File: src/stf_defs.svh
// Offsets, field positions, state codes and time figures of the
// service test and fault simulator block.
// Assumes inclusion by bare name from the package and the top module.
`ifndef STF_DEFS_SVH
`define STF_DEFS_SVH

`define STF_CLK_HZ        40000000
`define STF_MS_PER_S      1000

// Register byte offsets
`define STF_OFS_CTRL      8'h00
`define STF_OFS_OUT_SEL   8'h04
`define STF_OFS_OUT_VAL   8'h08
`define STF_OFS_OUT_CFG   8'h0C
`define STF_OFS_TMP_CTRL  8'h10
`define STF_OFS_TMP_VAL   8'h14
`define STF_OFS_PH_PRE    8'h18
`define STF_OFS_PH_FLT    8'h1C
`define STF_OFS_PH_POST   8'h20
`define STF_OFS_STATUS    8'h24
`define STF_OFS_LOG_CNT   8'h28
`define STF_OFS_SIM_FREQ  8'h2C

// Control register bits
`define STF_CTRL_START    0
`define STF_CTRL_STOP     1
`define STF_CTRL_TRIP     2
`define STF_CTRL_SC_DROP  3
`define STF_CTRL_HOT      4

// Output force config bits
`define STF_OCFG_GRP_EN   0
`define STF_OCFG_GRP_VAL  1
`define STF_OCFG_PERM     2
`define STF_TMO_LSB       16

// Temperature force control bits
`define STF_TCTL_MODE     0
`define STF_TCTL_PERM     1

// Simulator state codes
`define STF_CODE_NORMAL   3'h0
`define STF_CODE_PRE      3'h1
`define STF_CODE_FAULT    3'h2
`define STF_CODE_POST     3'h3
`define STF_CODE_RESET    3'h4

// Time figures in their own units
`define STF_SC_DROP_S     5
`define STF_RST_MS        100
`define STF_REC_S         5

// Overcurrent abort at 1/10 of nominal
`define STF_ABORT_NUM     1
`define STF_ABORT_DEN     10

// Simulation frequency offset, parts per ten thousand
`define STF_FREQ_PPTT     16
`define STF_FREQ_DEN      10000

`define STF_RESP_OKAY     2'h0
`define STF_RESP_SLVERR   2'h2

`endif

File: src/stf_pkg.sv
// Types of the service test and fault simulator block.
// Assumes stf_defs.svh is on the include path.
`include "stf_defs.svh"

package stf_pkg;

  typedef enum logic [2:0] {
    STF_IDLE,
    STF_RST1,
    STF_PRE,
    STF_FAULT,
    STF_POST,
    STF_RST2
  } stf_sim_st_t;

  typedef struct packed {
    logic        awvalid;
    logic [31:0] awaddr;
    logic        wvalid;
    logic [31:0] wdata;
    logic [3:0]  wstrb;
    logic        bready;
    logic        arvalid;
    logic [31:0] araddr;
    logic        rready;
  } stf_axi_req_t;

  typedef struct packed {
    logic        awready;
    logic        wready;
    logic        bvalid;
    logic [1:0]  bresp;
    logic        arready;
    logic        rvalid;
    logic [31:0] rdata;
    logic [1:0]  rresp;
  } stf_axi_rsp_t;

endpackage : stf_pkg

File: src/stf_top.sv
// Service test forcing, supervision contact drop, temperature forcing
// and fault simulator sequencer, with an AXI4-Lite register slave.
// Assumes all protection-side inputs come from logic on aclk.
`timescale 1ns/10ps
`default_nettype none
`include "stf_defs.svh"

module stf_top
  import stf_pkg::*;
#(
  parameter int N_OUT       = 8,
  parameter int N_TMP       = 4,
  parameter int TW          = 16,
  parameter int IW          = 16,
  parameter int I_NOM       = 1000,
  parameter int RATED_MHZ   = 50000,
  parameter int MS_CYC      = `STF_CLK_HZ / `STF_MS_PER_S,
  parameter int RST_CYC     = `STF_RST_MS * (`STF_CLK_HZ / `STF_MS_PER_S),
  parameter int SC_CYC      = `STF_SC_DROP_S * `STF_CLK_HZ,
  parameter int REC_CYC     = `STF_REC_S * `STF_CLK_HZ
) (
  input  wire logic               aclk,
  input  wire logic               aresetn,
  input  wire stf_axi_req_t       axi_req,
  output stf_axi_rsp_t            axi_rsp,
  input  wire logic [N_OUT-1:0]   normal_out,
  input  wire logic [N_OUT-1:0]   disarm,
  output logic [N_OUT-1:0]        relay_out,
  input  wire logic               protection_trip_command,
  output logic                    trip_cmd_out,
  input  wire logic               sys_ok,
  output logic                    self_supervision_contact,
  output logic                    sv_log_wr,
  input  wire logic [N_TMP*TW-1:0] temp_measured,
  output logic [N_TMP*TW-1:0]     temp_out,
  output logic [N_TMP*TW-1:0]     temp_display,
  input  wire logic [3*IW-1:0]    phase_current,
  input  wire logic               sim_block_input_a,
  input  wire logic               sim_block_input_b,
  input  wire logic               forced_post_fault_input,
  input  wire logic               external_sim_start,
  output logic [2:0]              sim_state_code,
  output logic                    sim_running,
  output logic                    protection_enable,
  output logic                    energy_count_halt,
  output logic [31:0]             sim_freq_mhz
);

  localparam logic [IW-1:0] THR =
    IW'(I_NOM * `STF_ABORT_NUM / `STF_ABORT_DEN);
  localparam logic [31:0] FREQ =
    32'(RATED_MHZ + RATED_MHZ * `STF_FREQ_PPTT / `STF_FREQ_DEN);

  initial begin
    if (N_OUT < 1 || N_OUT > 16 || N_TMP < 1 || TW < 1 || TW > 16 ||
        IW < 1 || MS_CYC < 1 || RST_CYC < 1 || SC_CYC < 1 ||
        REC_CYC < 1)
      $error("stf_top: unsupported parameter values");
  end

  typedef struct packed {
    logic              aw_got;
    logic [7:0]        aw_addr;
    logic              w_got;
    logic [31:0]       wdata;
    logic [3:0]        wstrb;
    logic              bvalid;
    logic [1:0]        bresp;
    logic              rvalid;
    logic [31:0]       rdata;
    logic [1:0]        rresp;
    logic              hot;
    logic              trip_force;
    logic [N_OUT-1:0]  out_sel;
    logic [N_OUT-1:0]  out_val;
    logic              grp_en;
    logic              grp_val;
    logic              out_perm;
    logic [15:0]       out_tmo;
    logic [15:0]       out_cnt;
    logic              tmp_mode;
    logic              tmp_perm;
    logic [15:0]       tmp_tmo;
    logic [15:0]       tmp_cnt;
    logic              tmp_live;
    logic [TW-1:0]     tmp_val;
    logic [N_TMP*TW-1:0] tmp_disp;
    logic [N_TMP*TW-1:0] tmp_out;
    logic [15:0]       ph_pre;
    logic [15:0]       ph_flt;
    logic [15:0]       ph_post;
    stf_sim_st_t       st;
    logic [31:0]       ph_cnt;
    logic [31:0]       ms_cnt;
    logic              lock;
    logic [31:0]       rec_cnt;
    logic              xs_prev;
    logic              fp_prev;
    logic              sc_drop;
    logic [31:0]       sc_cnt;
    logic              log_pulse;
    logic [15:0]       log_cnt;
    logic [N_OUT-1:0]  relay;
    logic              trip;
  } stf_state_t;

  stf_state_t s_r;
  stf_state_t s_nxt;

  logic       aw_hs;
  logic       w_hs;
  logic       do_wr;
  logic       wr_ctrl;
  logic       ms_tick;
  logic       over;
  logic       blk;
  logic       run;
  logic       start_req;
  logic       fp_rise;

  assign aw_hs = axi_req.awvalid && !s_r.aw_got && !s_r.bvalid;
  assign w_hs  = axi_req.wvalid && !s_r.w_got && !s_r.bvalid;
  assign do_wr = s_r.aw_got && s_r.w_got && !s_r.bvalid;
  assign wr_ctrl = do_wr && s_r.aw_addr == `STF_OFS_CTRL && s_r.wstrb[0];
  assign ms_tick = s_r.ms_cnt == 32'(MS_CYC - 1);
  assign blk = sim_block_input_a || sim_block_input_b;
  assign run = s_r.st != STF_IDLE;
  assign fp_rise = forced_post_fault_input && !s_r.fp_prev;
  assign start_req = (wr_ctrl && s_r.wdata[`STF_CTRL_START]) ||
                     (external_sim_start && !s_r.xs_prev);

  always_comb begin
    over = 1'b0;
    for (int p = 0; p < 3; p++) begin
      if (phase_current[p*IW +: IW] > THR)
        over = 1'b1;
    end
  end

  function automatic logic [31:0] merge(input logic [31:0] old,
                                        input logic [31:0] dat,
                                        input logic [3:0]  strb);
    logic [31:0] r;
    r = old;
    for (int b = 0; b < 4; b++) begin
      if (strb[b])
        r[b*8 +: 8] = dat[b*8 +: 8];
    end
    return r;
  endfunction : merge

  function automatic logic [2:0] code_of(input stf_sim_st_t st);
    unique case (st)
      STF_IDLE:           code_of = `STF_CODE_NORMAL;
      STF_PRE:            code_of = `STF_CODE_PRE;
      STF_FAULT:          code_of = `STF_CODE_FAULT;
      STF_POST:           code_of = `STF_CODE_POST;
      STF_RST1, STF_RST2: code_of = `STF_CODE_RESET;
      default:            code_of = `STF_CODE_NORMAL;
    endcase
  endfunction : code_of

  always_comb begin
    logic [31:0] m;
    logic [31:0] oc;
    logic [31:0] tc;
    logic        ofw;
    logic        tfw;
    logic        tick_ph;
    logic [15:0] dur;
    m = 32'h0;
    oc = 32'h0;
    tc = 32'h0;
    ofw = 1'b0;
    tfw = 1'b0;
    tick_ph = 1'b0;
    dur = 16'h0;
    s_nxt = s_r;
    s_nxt.log_pulse = 1'b0;
    s_nxt.xs_prev = external_sim_start;
    s_nxt.fp_prev = forced_post_fault_input;
    s_nxt.ms_cnt = ms_tick ? 32'h0 : s_r.ms_cnt + 32'h1;

    // Bus: address and data in either order, response after both
    if (aw_hs) begin
      s_nxt.aw_got = 1'b1;
      s_nxt.aw_addr = axi_req.awaddr[7:0];
    end
    if (w_hs) begin
      s_nxt.w_got = 1'b1;
      s_nxt.wdata = axi_req.wdata;
      s_nxt.wstrb = axi_req.wstrb;
    end
    if (s_r.bvalid && axi_req.bready)
      s_nxt.bvalid = 1'b0;
    if (do_wr) begin
      s_nxt.aw_got = 1'b0;
      s_nxt.w_got = 1'b0;
      s_nxt.bvalid = 1'b1;
      s_nxt.bresp = `STF_RESP_OKAY;
      oc = {s_r.out_tmo, 13'h0, s_r.out_perm, s_r.grp_val, s_r.grp_en};
      tc = {s_r.tmp_tmo, 14'h0, s_r.tmp_perm, s_r.tmp_mode};
      unique case (s_r.aw_addr)
        `STF_OFS_CTRL: begin
          m = merge({27'h0, s_r.hot, 1'b0, s_r.trip_force, 2'h0},
                    s_r.wdata, s_r.wstrb);
          s_nxt.hot = m[`STF_CTRL_HOT];
          s_nxt.trip_force = m[`STF_CTRL_TRIP];
        end
        `STF_OFS_OUT_SEL: begin
          m = merge(32'(s_r.out_sel), s_r.wdata, s_r.wstrb);
          s_nxt.out_sel = m[N_OUT-1:0] & ~disarm;
          ofw = 1'b1;
        end
        `STF_OFS_OUT_VAL: begin
          m = merge(32'(s_r.out_val), s_r.wdata, s_r.wstrb);
          s_nxt.out_val = m[N_OUT-1:0];
        end
        `STF_OFS_OUT_CFG: begin
          m = merge(oc, s_r.wdata, s_r.wstrb);
          s_nxt.grp_en = m[`STF_OCFG_GRP_EN];
          s_nxt.grp_val = m[`STF_OCFG_GRP_VAL];
          s_nxt.out_perm = m[`STF_OCFG_PERM];
          s_nxt.out_tmo = m[31:`STF_TMO_LSB];
          ofw = 1'b1;
        end
        `STF_OFS_TMP_CTRL: begin
          m = merge(tc, s_r.wdata, s_r.wstrb);
          s_nxt.tmp_mode = m[`STF_TCTL_MODE];
          s_nxt.tmp_perm = m[`STF_TCTL_PERM];
          s_nxt.tmp_tmo = m[31:`STF_TMO_LSB];
          tfw = m[`STF_TCTL_MODE] && !s_r.tmp_mode;
        end
        `STF_OFS_TMP_VAL: begin
          m = merge(32'(s_r.tmp_val), s_r.wdata, s_r.wstrb);
          s_nxt.tmp_val = m[TW-1:0];
        end
        `STF_OFS_PH_PRE: begin
          m = merge({16'h0, s_r.ph_pre}, s_r.wdata, s_r.wstrb);
          s_nxt.ph_pre = m[15:0];
        end
        `STF_OFS_PH_FLT: begin
          m = merge({16'h0, s_r.ph_flt}, s_r.wdata, s_r.wstrb);
          s_nxt.ph_flt = m[15:0];
        end
        `STF_OFS_PH_POST: begin
          m = merge({16'h0, s_r.ph_post}, s_r.wdata, s_r.wstrb);
          s_nxt.ph_post = m[15:0];
        end
        `STF_OFS_STATUS, `STF_OFS_LOG_CNT, `STF_OFS_SIM_FREQ: ;
        default: s_nxt.bresp = `STF_RESP_SLVERR;
      endcase
    end
    if (axi_req.arvalid && !s_r.rvalid) begin
      s_nxt.rvalid = 1'b1;
      s_nxt.rresp = `STF_RESP_OKAY;
      unique case (axi_req.araddr[7:0])
        `STF_OFS_CTRL:
          s_nxt.rdata = {27'h0, s_r.hot, 1'b0, s_r.trip_force, 2'h0};
        `STF_OFS_OUT_SEL:  s_nxt.rdata = 32'(s_r.out_sel);
        `STF_OFS_OUT_VAL:  s_nxt.rdata = 32'(s_r.out_val);
        `STF_OFS_OUT_CFG:
          s_nxt.rdata = {s_r.out_tmo, 13'h0, s_r.out_perm,
                         s_r.grp_val, s_r.grp_en};
        `STF_OFS_TMP_CTRL:
          s_nxt.rdata = {s_r.tmp_tmo, 14'h0, s_r.tmp_perm, s_r.tmp_mode};
        `STF_OFS_TMP_VAL:  s_nxt.rdata = 32'(s_r.tmp_val);
        `STF_OFS_PH_PRE:   s_nxt.rdata = {16'h0, s_r.ph_pre};
        `STF_OFS_PH_FLT:   s_nxt.rdata = {16'h0, s_r.ph_flt};
        `STF_OFS_PH_POST:  s_nxt.rdata = {16'h0, s_r.ph_post};
        `STF_OFS_STATUS:
          s_nxt.rdata = {23'h0, s_r.tmp_live, s_r.grp_en, s_r.sc_drop,
                         s_r.lock, run, code_of(s_r.st)};
        `STF_OFS_LOG_CNT:  s_nxt.rdata = {16'h0, s_r.log_cnt};
        `STF_OFS_SIM_FREQ: s_nxt.rdata = FREQ;
        default: begin
          s_nxt.rdata = 32'h0;
          s_nxt.rresp = `STF_RESP_SLVERR;
        end
      endcase
    end else if (s_r.rvalid && axi_req.rready) begin
      s_nxt.rvalid = 1'b0;
    end

    // Output force timer
    if (ofw) begin
      s_nxt.out_cnt = s_nxt.out_tmo;
    end else if (ms_tick && !s_r.out_perm &&
                 (s_r.grp_en || s_r.out_sel != '0)) begin
      if (s_r.out_cnt == 16'h0) begin
        s_nxt.out_sel = '0;
        s_nxt.grp_en = 1'b0;
      end else begin
        s_nxt.out_cnt = s_r.out_cnt - 16'h1;
      end
    end
    for (int i = 0; i < N_OUT; i++) begin
      if (disarm[i])
        s_nxt.relay[i] = normal_out[i];
      else if (s_r.grp_en)
        s_nxt.relay[i] = s_r.grp_val;
      else if (s_r.out_sel[i])
        s_nxt.relay[i] = s_r.out_val[i];
      else
        s_nxt.relay[i] = normal_out[i];
    end

    // Trip: manual force, or protection trip unless cold simulation
    s_nxt.trip = s_r.trip_force ||
                 (protection_trip_command && (!run || s_r.hot));

    // Supervision contact drop
    if (wr_ctrl && s_r.wdata[`STF_CTRL_SC_DROP]) begin
      s_nxt.sc_drop = 1'b1;
      s_nxt.sc_cnt = 32'h0;
      s_nxt.log_pulse = 1'b1;
      s_nxt.log_cnt = s_r.log_cnt + 16'h1;
    end else if (s_r.sc_drop) begin
      if (s_r.sc_cnt == 32'(SC_CYC - 1))
        s_nxt.sc_drop = 1'b0;
      else
        s_nxt.sc_cnt = s_r.sc_cnt + 32'h1;
    end

    // Temperature forcing and display freeze
    if (!s_r.tmp_mode) begin
      s_nxt.tmp_live = 1'b0;
      s_nxt.tmp_disp = temp_measured;
    end else if (tfw) begin
    end else if (ms_tick && s_r.tmp_live && !s_r.tmp_perm) begin
      if (s_r.tmp_cnt == 16'h0)
        s_nxt.tmp_live = 1'b0;
      else
        s_nxt.tmp_cnt = s_r.tmp_cnt - 16'h1;
    end
    if (tfw) begin
      s_nxt.tmp_live = 1'b1;
      s_nxt.tmp_cnt = s_nxt.tmp_tmo;
      s_nxt.tmp_disp = temp_measured;
    end
    for (int k = 0; k < N_TMP; k++) begin
      s_nxt.tmp_out[k*TW +: TW] = s_r.tmp_live ? s_r.tmp_val :
                                  temp_measured[k*TW +: TW];
    end

    // Overcurrent lockout recovery
    if (over) begin
      s_nxt.rec_cnt = 32'h0;
    end else if (s_r.lock) begin
      if (s_r.rec_cnt == 32'(REC_CYC - 1))
        s_nxt.lock = 1'b0;
      else
        s_nxt.rec_cnt = s_r.rec_cnt + 32'h1;
    end

    // Sequencer
    unique case (s_r.st)
      STF_PRE:   dur = s_r.ph_pre;
      STF_FAULT: dur = s_r.ph_flt;
      STF_POST:  dur = s_r.ph_post;
      default:   dur = 16'h0;
    endcase
    tick_ph = ms_tick && 32'(dur) <= s_r.ph_cnt + 32'h1;
    if (run && ms_tick)
      s_nxt.ph_cnt = s_r.ph_cnt + 32'h1;
    if (run && over) begin
      s_nxt.st = STF_IDLE;
      s_nxt.lock = 1'b1;
      s_nxt.rec_cnt = 32'h0;
    end else if (run && (blk || (wr_ctrl && s_r.wdata[`STF_CTRL_STOP]))) begin
      s_nxt.st = STF_IDLE;
    end else begin
      unique case (s_r.st)
        STF_IDLE: begin
          if (start_req && !blk && !s_r.lock && !over) begin
            s_nxt.st = STF_RST1;
            s_nxt.ph_cnt = 32'h0;
          end
        end
        STF_RST1, STF_RST2: begin
          s_nxt.ph_cnt = s_r.ph_cnt + 32'h1;
          if (s_r.ph_cnt == 32'(RST_CYC - 1)) begin
            s_nxt.st = s_r.st == STF_RST1 ? STF_PRE : STF_IDLE;
            s_nxt.ph_cnt = 32'h0;
          end
        end
        STF_PRE, STF_FAULT: begin
          if (fp_rise || tick_ph) begin
            s_nxt.st = (fp_rise || s_r.st == STF_FAULT) ?
                       STF_POST : STF_FAULT;
            s_nxt.ph_cnt = 32'h0;
          end
        end
        STF_POST: begin
          if (tick_ph) begin
            s_nxt.st = STF_RST2;
            s_nxt.ph_cnt = 32'h0;
          end
        end
      endcase
    end
  end

  always_ff @(posedge aclk) begin
    if (!aresetn) begin
      s_r <= '0;
      s_r.st <= STF_IDLE;
    end else begin
      s_r <= s_nxt;
    end
  end

  assign axi_rsp.awready = !s_r.aw_got && !s_r.bvalid;
  assign axi_rsp.wready  = !s_r.w_got && !s_r.bvalid;
  assign axi_rsp.bvalid  = s_r.bvalid;
  assign axi_rsp.bresp   = s_r.bresp;
  assign axi_rsp.arready = !s_r.rvalid;
  assign axi_rsp.rvalid  = s_r.rvalid;
  assign axi_rsp.rdata   = s_r.rdata;
  assign axi_rsp.rresp   = s_r.rresp;
  assign relay_out = s_r.relay;
  assign trip_cmd_out = s_r.trip;
  assign self_supervision_contact = sys_ok && !s_r.sc_drop;
  assign sv_log_wr = s_r.log_pulse;
  assign temp_out = s_r.tmp_out;
  assign temp_display = s_r.tmp_disp;
  assign sim_state_code = code_of(s_r.st);
  assign sim_running = run;
  assign protection_enable = !(s_r.st == STF_RST1 || s_r.st == STF_RST2);
  assign energy_count_halt = run;
  assign sim_freq_mhz = FREQ;
endmodule : stf_top
`default_nettype wire
File: config.mk
export PLATFORM = sky130hd
export DESIGN_NAME = stf_top
export DESIGN_NICKNAME = d
export VERILOG_FILES = /design/src/stf_pkg.sv /design/src/stf_top.sv
export VERILOG_INCLUDE_DIRS = /design/src /design/src/src
export SDC_FILE = /design/constraint.sdc
export NUM_CORES = 1
export LEC_CHECK = 0
export BUFFER_PORTS_ARGS = -buffer_cell sky130_fd_sc_hd__buf_2
export CORE_UTILIZATION = 45
export DETAILED_ROUTE_END_ITERATION = 10
export PLACE_DENSITY = 0.69
export SETUP_SLACK_MARGIN = 0.05
export SYNTH_ARGS = -nofsm -noshare
export SYNTH_HDL_FRONTEND = slang
export SYNTH_SLANG_ARGS = --single-unit
File: constraint.sdc
create_clock -name aclk -period 4.2 [get_ports aclk]
set_input_delay 0.21 -clock aclk [delete_from_list [all_inputs] [get_ports aclk]]
set_output_delay 0.21 -clock aclk [all_outputs]
set_load 0.005 [all_outputs]
==> metrics.md <==
| Metric | Value |
|---|---|
| Status | finished, final reports clean |
| Final Skew | 0.03865 ns |
| Core Util, Final | 0.5399 |
| Post-synthesis sequential area ratio | 0.4225 |
| #FFs+latches synth | 523 |
| Total track usage | 0.2557 |
| Req. time, crit path | 4.77 ns |
| TritonRoute pass-1 iters | 6 |
| Routed len/inst | 18.49 um |
| Clock Pin Slew Worst Setup and Hold Paths | 0.06 ns |
| Total power | 10980 uW |
| Clock root buffer | clkbuf_16 |
| Worst setup margin | 0.3529 ns |
| Post-Route WL | 74080 um |
| GP Congestion | 0.9226 |
| Row cnt | 85 |
| Dpl hpwl | 52090 um |
| Critical path arrival | 4.41 ns |
| Hold Path Class | in2reg |
| Core box area | 54130 um^2 |
| NumNets Final | 3527 |
| Initial drt markers | 2009 |
| Layout cells sized above 1 | 0.1721 |
| Later-pin clock latency in the skew report | 0.63 ns |
| Final Hold Viols | 0 |
| CTS tree | built |
| Routed via count | 22.04k |
| Vias in the first global route | 20.30k |
| Unrepaired setup endpoints after global routing | true |
| Worst R2R Setup Slack | 0.35 ns |
| Relative slew slack | 0.2617 |
| Initial core utilization | 0.4578 |
| CTS sink cnt | 523 |
| DRC Markers | 0 |
| Fill count | 4901 |
| Vert. Die Dim | 236.7 um |
| Clock Path Buffers | 3 |
| Final period utilization | 0.9160 |
| Pre-CTS setup slack | 0.1788 ns |
| Mapped Area | 24780 um^2 |
| CP startpoint kind | register |
| Slew @ Worst Pin | 1.105 ns |
| Syn Inst Count | 2967 |
| Crit-path slowest cell | or3_4 |
| Crit Path Max Fanout | 10 |
| I/O Pins | 459 |
| Post-CTS setup buffers | 0 |
| Die ar. | 56020 um^2 |
| P&R area growth vs syn | 17.93% |
| VDD IR-drop max | 339.3 uV |
| Synth async-reset ratio | 0 |
| Synth warn | 0 |
| Largest net degree at the start of global routing | 162 |
| TritonCTS buffer count | 54 |
| Chip Width | 236.7 um |
| Total grt overflow | 0 |
| Vias per cell | 5.502 |
| Finished Layout Cells | 4006 |
| Slew Viols, Final | 0 |
| Minimum clock period | 3.847 ns |
| Global-route wire length before repair | 114500 um |
| Peak Freq | 259.9 MHz |
| Setup Crit Path Kind | reg2reg |
| Post-synth EDFFs | 0 |
| Critical-path cell list | and4_2 > nand3_1 > nor2_2 > nand3_1 > inv_1 > nand3_1 > xor2_1 > ha_1 > nand4_1 > or3_4 > a21oi_1 > or4_4 > nand3_2 > nor4b_4 > a21oi_2 > buf_2 > nor4_1 > a21o_1 |
| Setup violations, final | 0 |
| Avg Inst Size Synth | 8.353 um^2 |
| LEAKAGE | 0.01179 uW |
| Setup TNS | 0 ns |
| Port bufs | 376 |
| Pwr Density | 375.5 nW/um^2 |
| Unique masters post-synth | 85 |
| Antenna viol nets, final | 0 |
| Top_reg_cell synth | dfxtp_1 |
| Worst path max stage delay | 0.44 ns |
| H-tree levels | 2 |
| Initial antenna violation count | 9 |
| Worst setup EP type | register |
| Most common cell on crit path | nand3_1 |
| Family with the most delay on the worst path | simple AND/OR/NAND/NOR gates |
| Placed Cells | 3769 |
| Maximum Capacitance Violations | 0 |
| Worst Path Buf+Inv | 2 |
-- worst paths after layout --
path / startpoint / endpoint / cells after the start
max: s_r[132]$_SDFF_PN0_ / s_r[147]$_SDFF_PN0_ / 18
min: axi_req[104] / s_r[524]$_SDFFE_PP0P_ / 3
max reg2reg: s_r[132]$_SDFF_PN0_ / s_r[147]$_SDFF_PN0_ / 18
min reg2reg: s_r[94]$_SDFF_PP0_ / s_r[94]$_SDFF_PP0_ / 1
-- synthesized netlist by cell type, types with 66 or more instances --
| cell type | n | area (um^2) |
|---|---|---|
| nor2_1 | 460 | 1727 |
| nand2_1 | 285 | 1070 |
| nand3_1 | 66 | 330.3 |
| dfxtp_1 | 523 | 10470 |
| buf_4 | 209 | 1569 |
| mux2i_1 | 162 | 1622 |
| clkbuf_1 | 130 | 488.0 |
| xor2_1 | 93 | 814.5 |
| nand2b_1 | 72 | 450.4 |
| o21ai_0 | 102 | 510.5 |
| a21oi_1 | 264 | 1321 |
-- flip-flops by register name, summed over array words and instances, names as in the netlist --
register,cells
temp_out,64
s_r,349
axi_rsp,36
sv_log_wr,1
temp_display,64
trip_cmd_out,1
relay_out,8
-- report_power, final --
group | switching (uW) | internal [uW]
combinational | 376 | 300
sequential | 80.0 | 5070
clock | 2110 | 3040
total | 2570 | 8410
-- kinds of logic after synthesis --
kind of cell	synth area share
AND/OR/NAND/NOR	0.2293
other	0.0003030
multiplexers	0.06634
flip-flops	0.4225
buffers and inverters	0.09532
AO/OA/AOI/OAI	0.1287
adder cells (fa/ha/maj)	0.01161
XOR/XNOR	0.04594
-- cells in the final DEF (no fill, tap or decap), types with 15 or more instances in the layout --
cell type and count:
dfxtp_1 516, nor2_1 457, buf_2 377, nand2_1 285
a21oi_1 263, mux2i_1 162, dlygate4sd3_1 133, o21ai_0 102
xor2_1 93, nand2b_1 72, nand3_1 65, clkbuf_16 54
buf_4 54, a22oi_1 53, nor3_1 52, and3_1 45
nand4_1 39, nor4_1 38, xnor2_1 37, or3_1 35
conb_1 34, inv_1 29, ha_1 22, a211oi_1 17
nand3b_1 16, a31oi_1 15
-- cell type report --
cell class,count,area [um^2],area share
Multi-Input combinational cell,2086,12130,0.4151
Antenna cell,3,7.507,0.0002569
Clock inverter,23,361.6,0.01237
Sequential cell,523,10480,0.3586
Tap cell,696,870.8,0.02980
Inverter,30,120.1,0.004110
Clock buffer,77,1558,0.05330
Timing Repair Buffer,568,3695,0.1264
-- worst register-to-register path: cells and delay by family, from the launching register on --
family / cells / cell delay [ns]
AOI/OAI and AO/OA: 3 / 0.41
and+or+nand+nor: 11 / 2.21
adders and majority gates: 1 / 0.29
DFF: 1 / 0.43
xor gates and xnor gates: 1 / 0.16
buffers and inverters: 2 / 0.28
-- stage by stage --
step	hold slack, ns	area (um^2)
after floorplan	0.3090	24900
after CTS	0.1247	29150
after global placement	0.3927	25900
after detailed placement	0.4035	25900
final	0.1426	29230
after global routing	0.1724	29220
-- what timing repair did --
| action | 4_1_cts | 5_1_grt |
|---|---|---|
| endpoints found under the hold margin | 193 | 0 |
| setup endpoints to repair | 0 | 34 |
| gates resized for setup | 0 | 18 |
| hold buffers | 133 | 0 |
-- layer usage --
metal	wire length, um	up-vias	part of all wire	GRT usage
met3	5639	190	0.076	0.04721
met2	34160	895	0.46	0.4223
met5	80	-	0.0011	0
met1	31200	10330	0.42	0.3282
li1	-	10620	-	-
met4	2989	12	0.040	0.1035
Power figures use the tool's default switching activity.
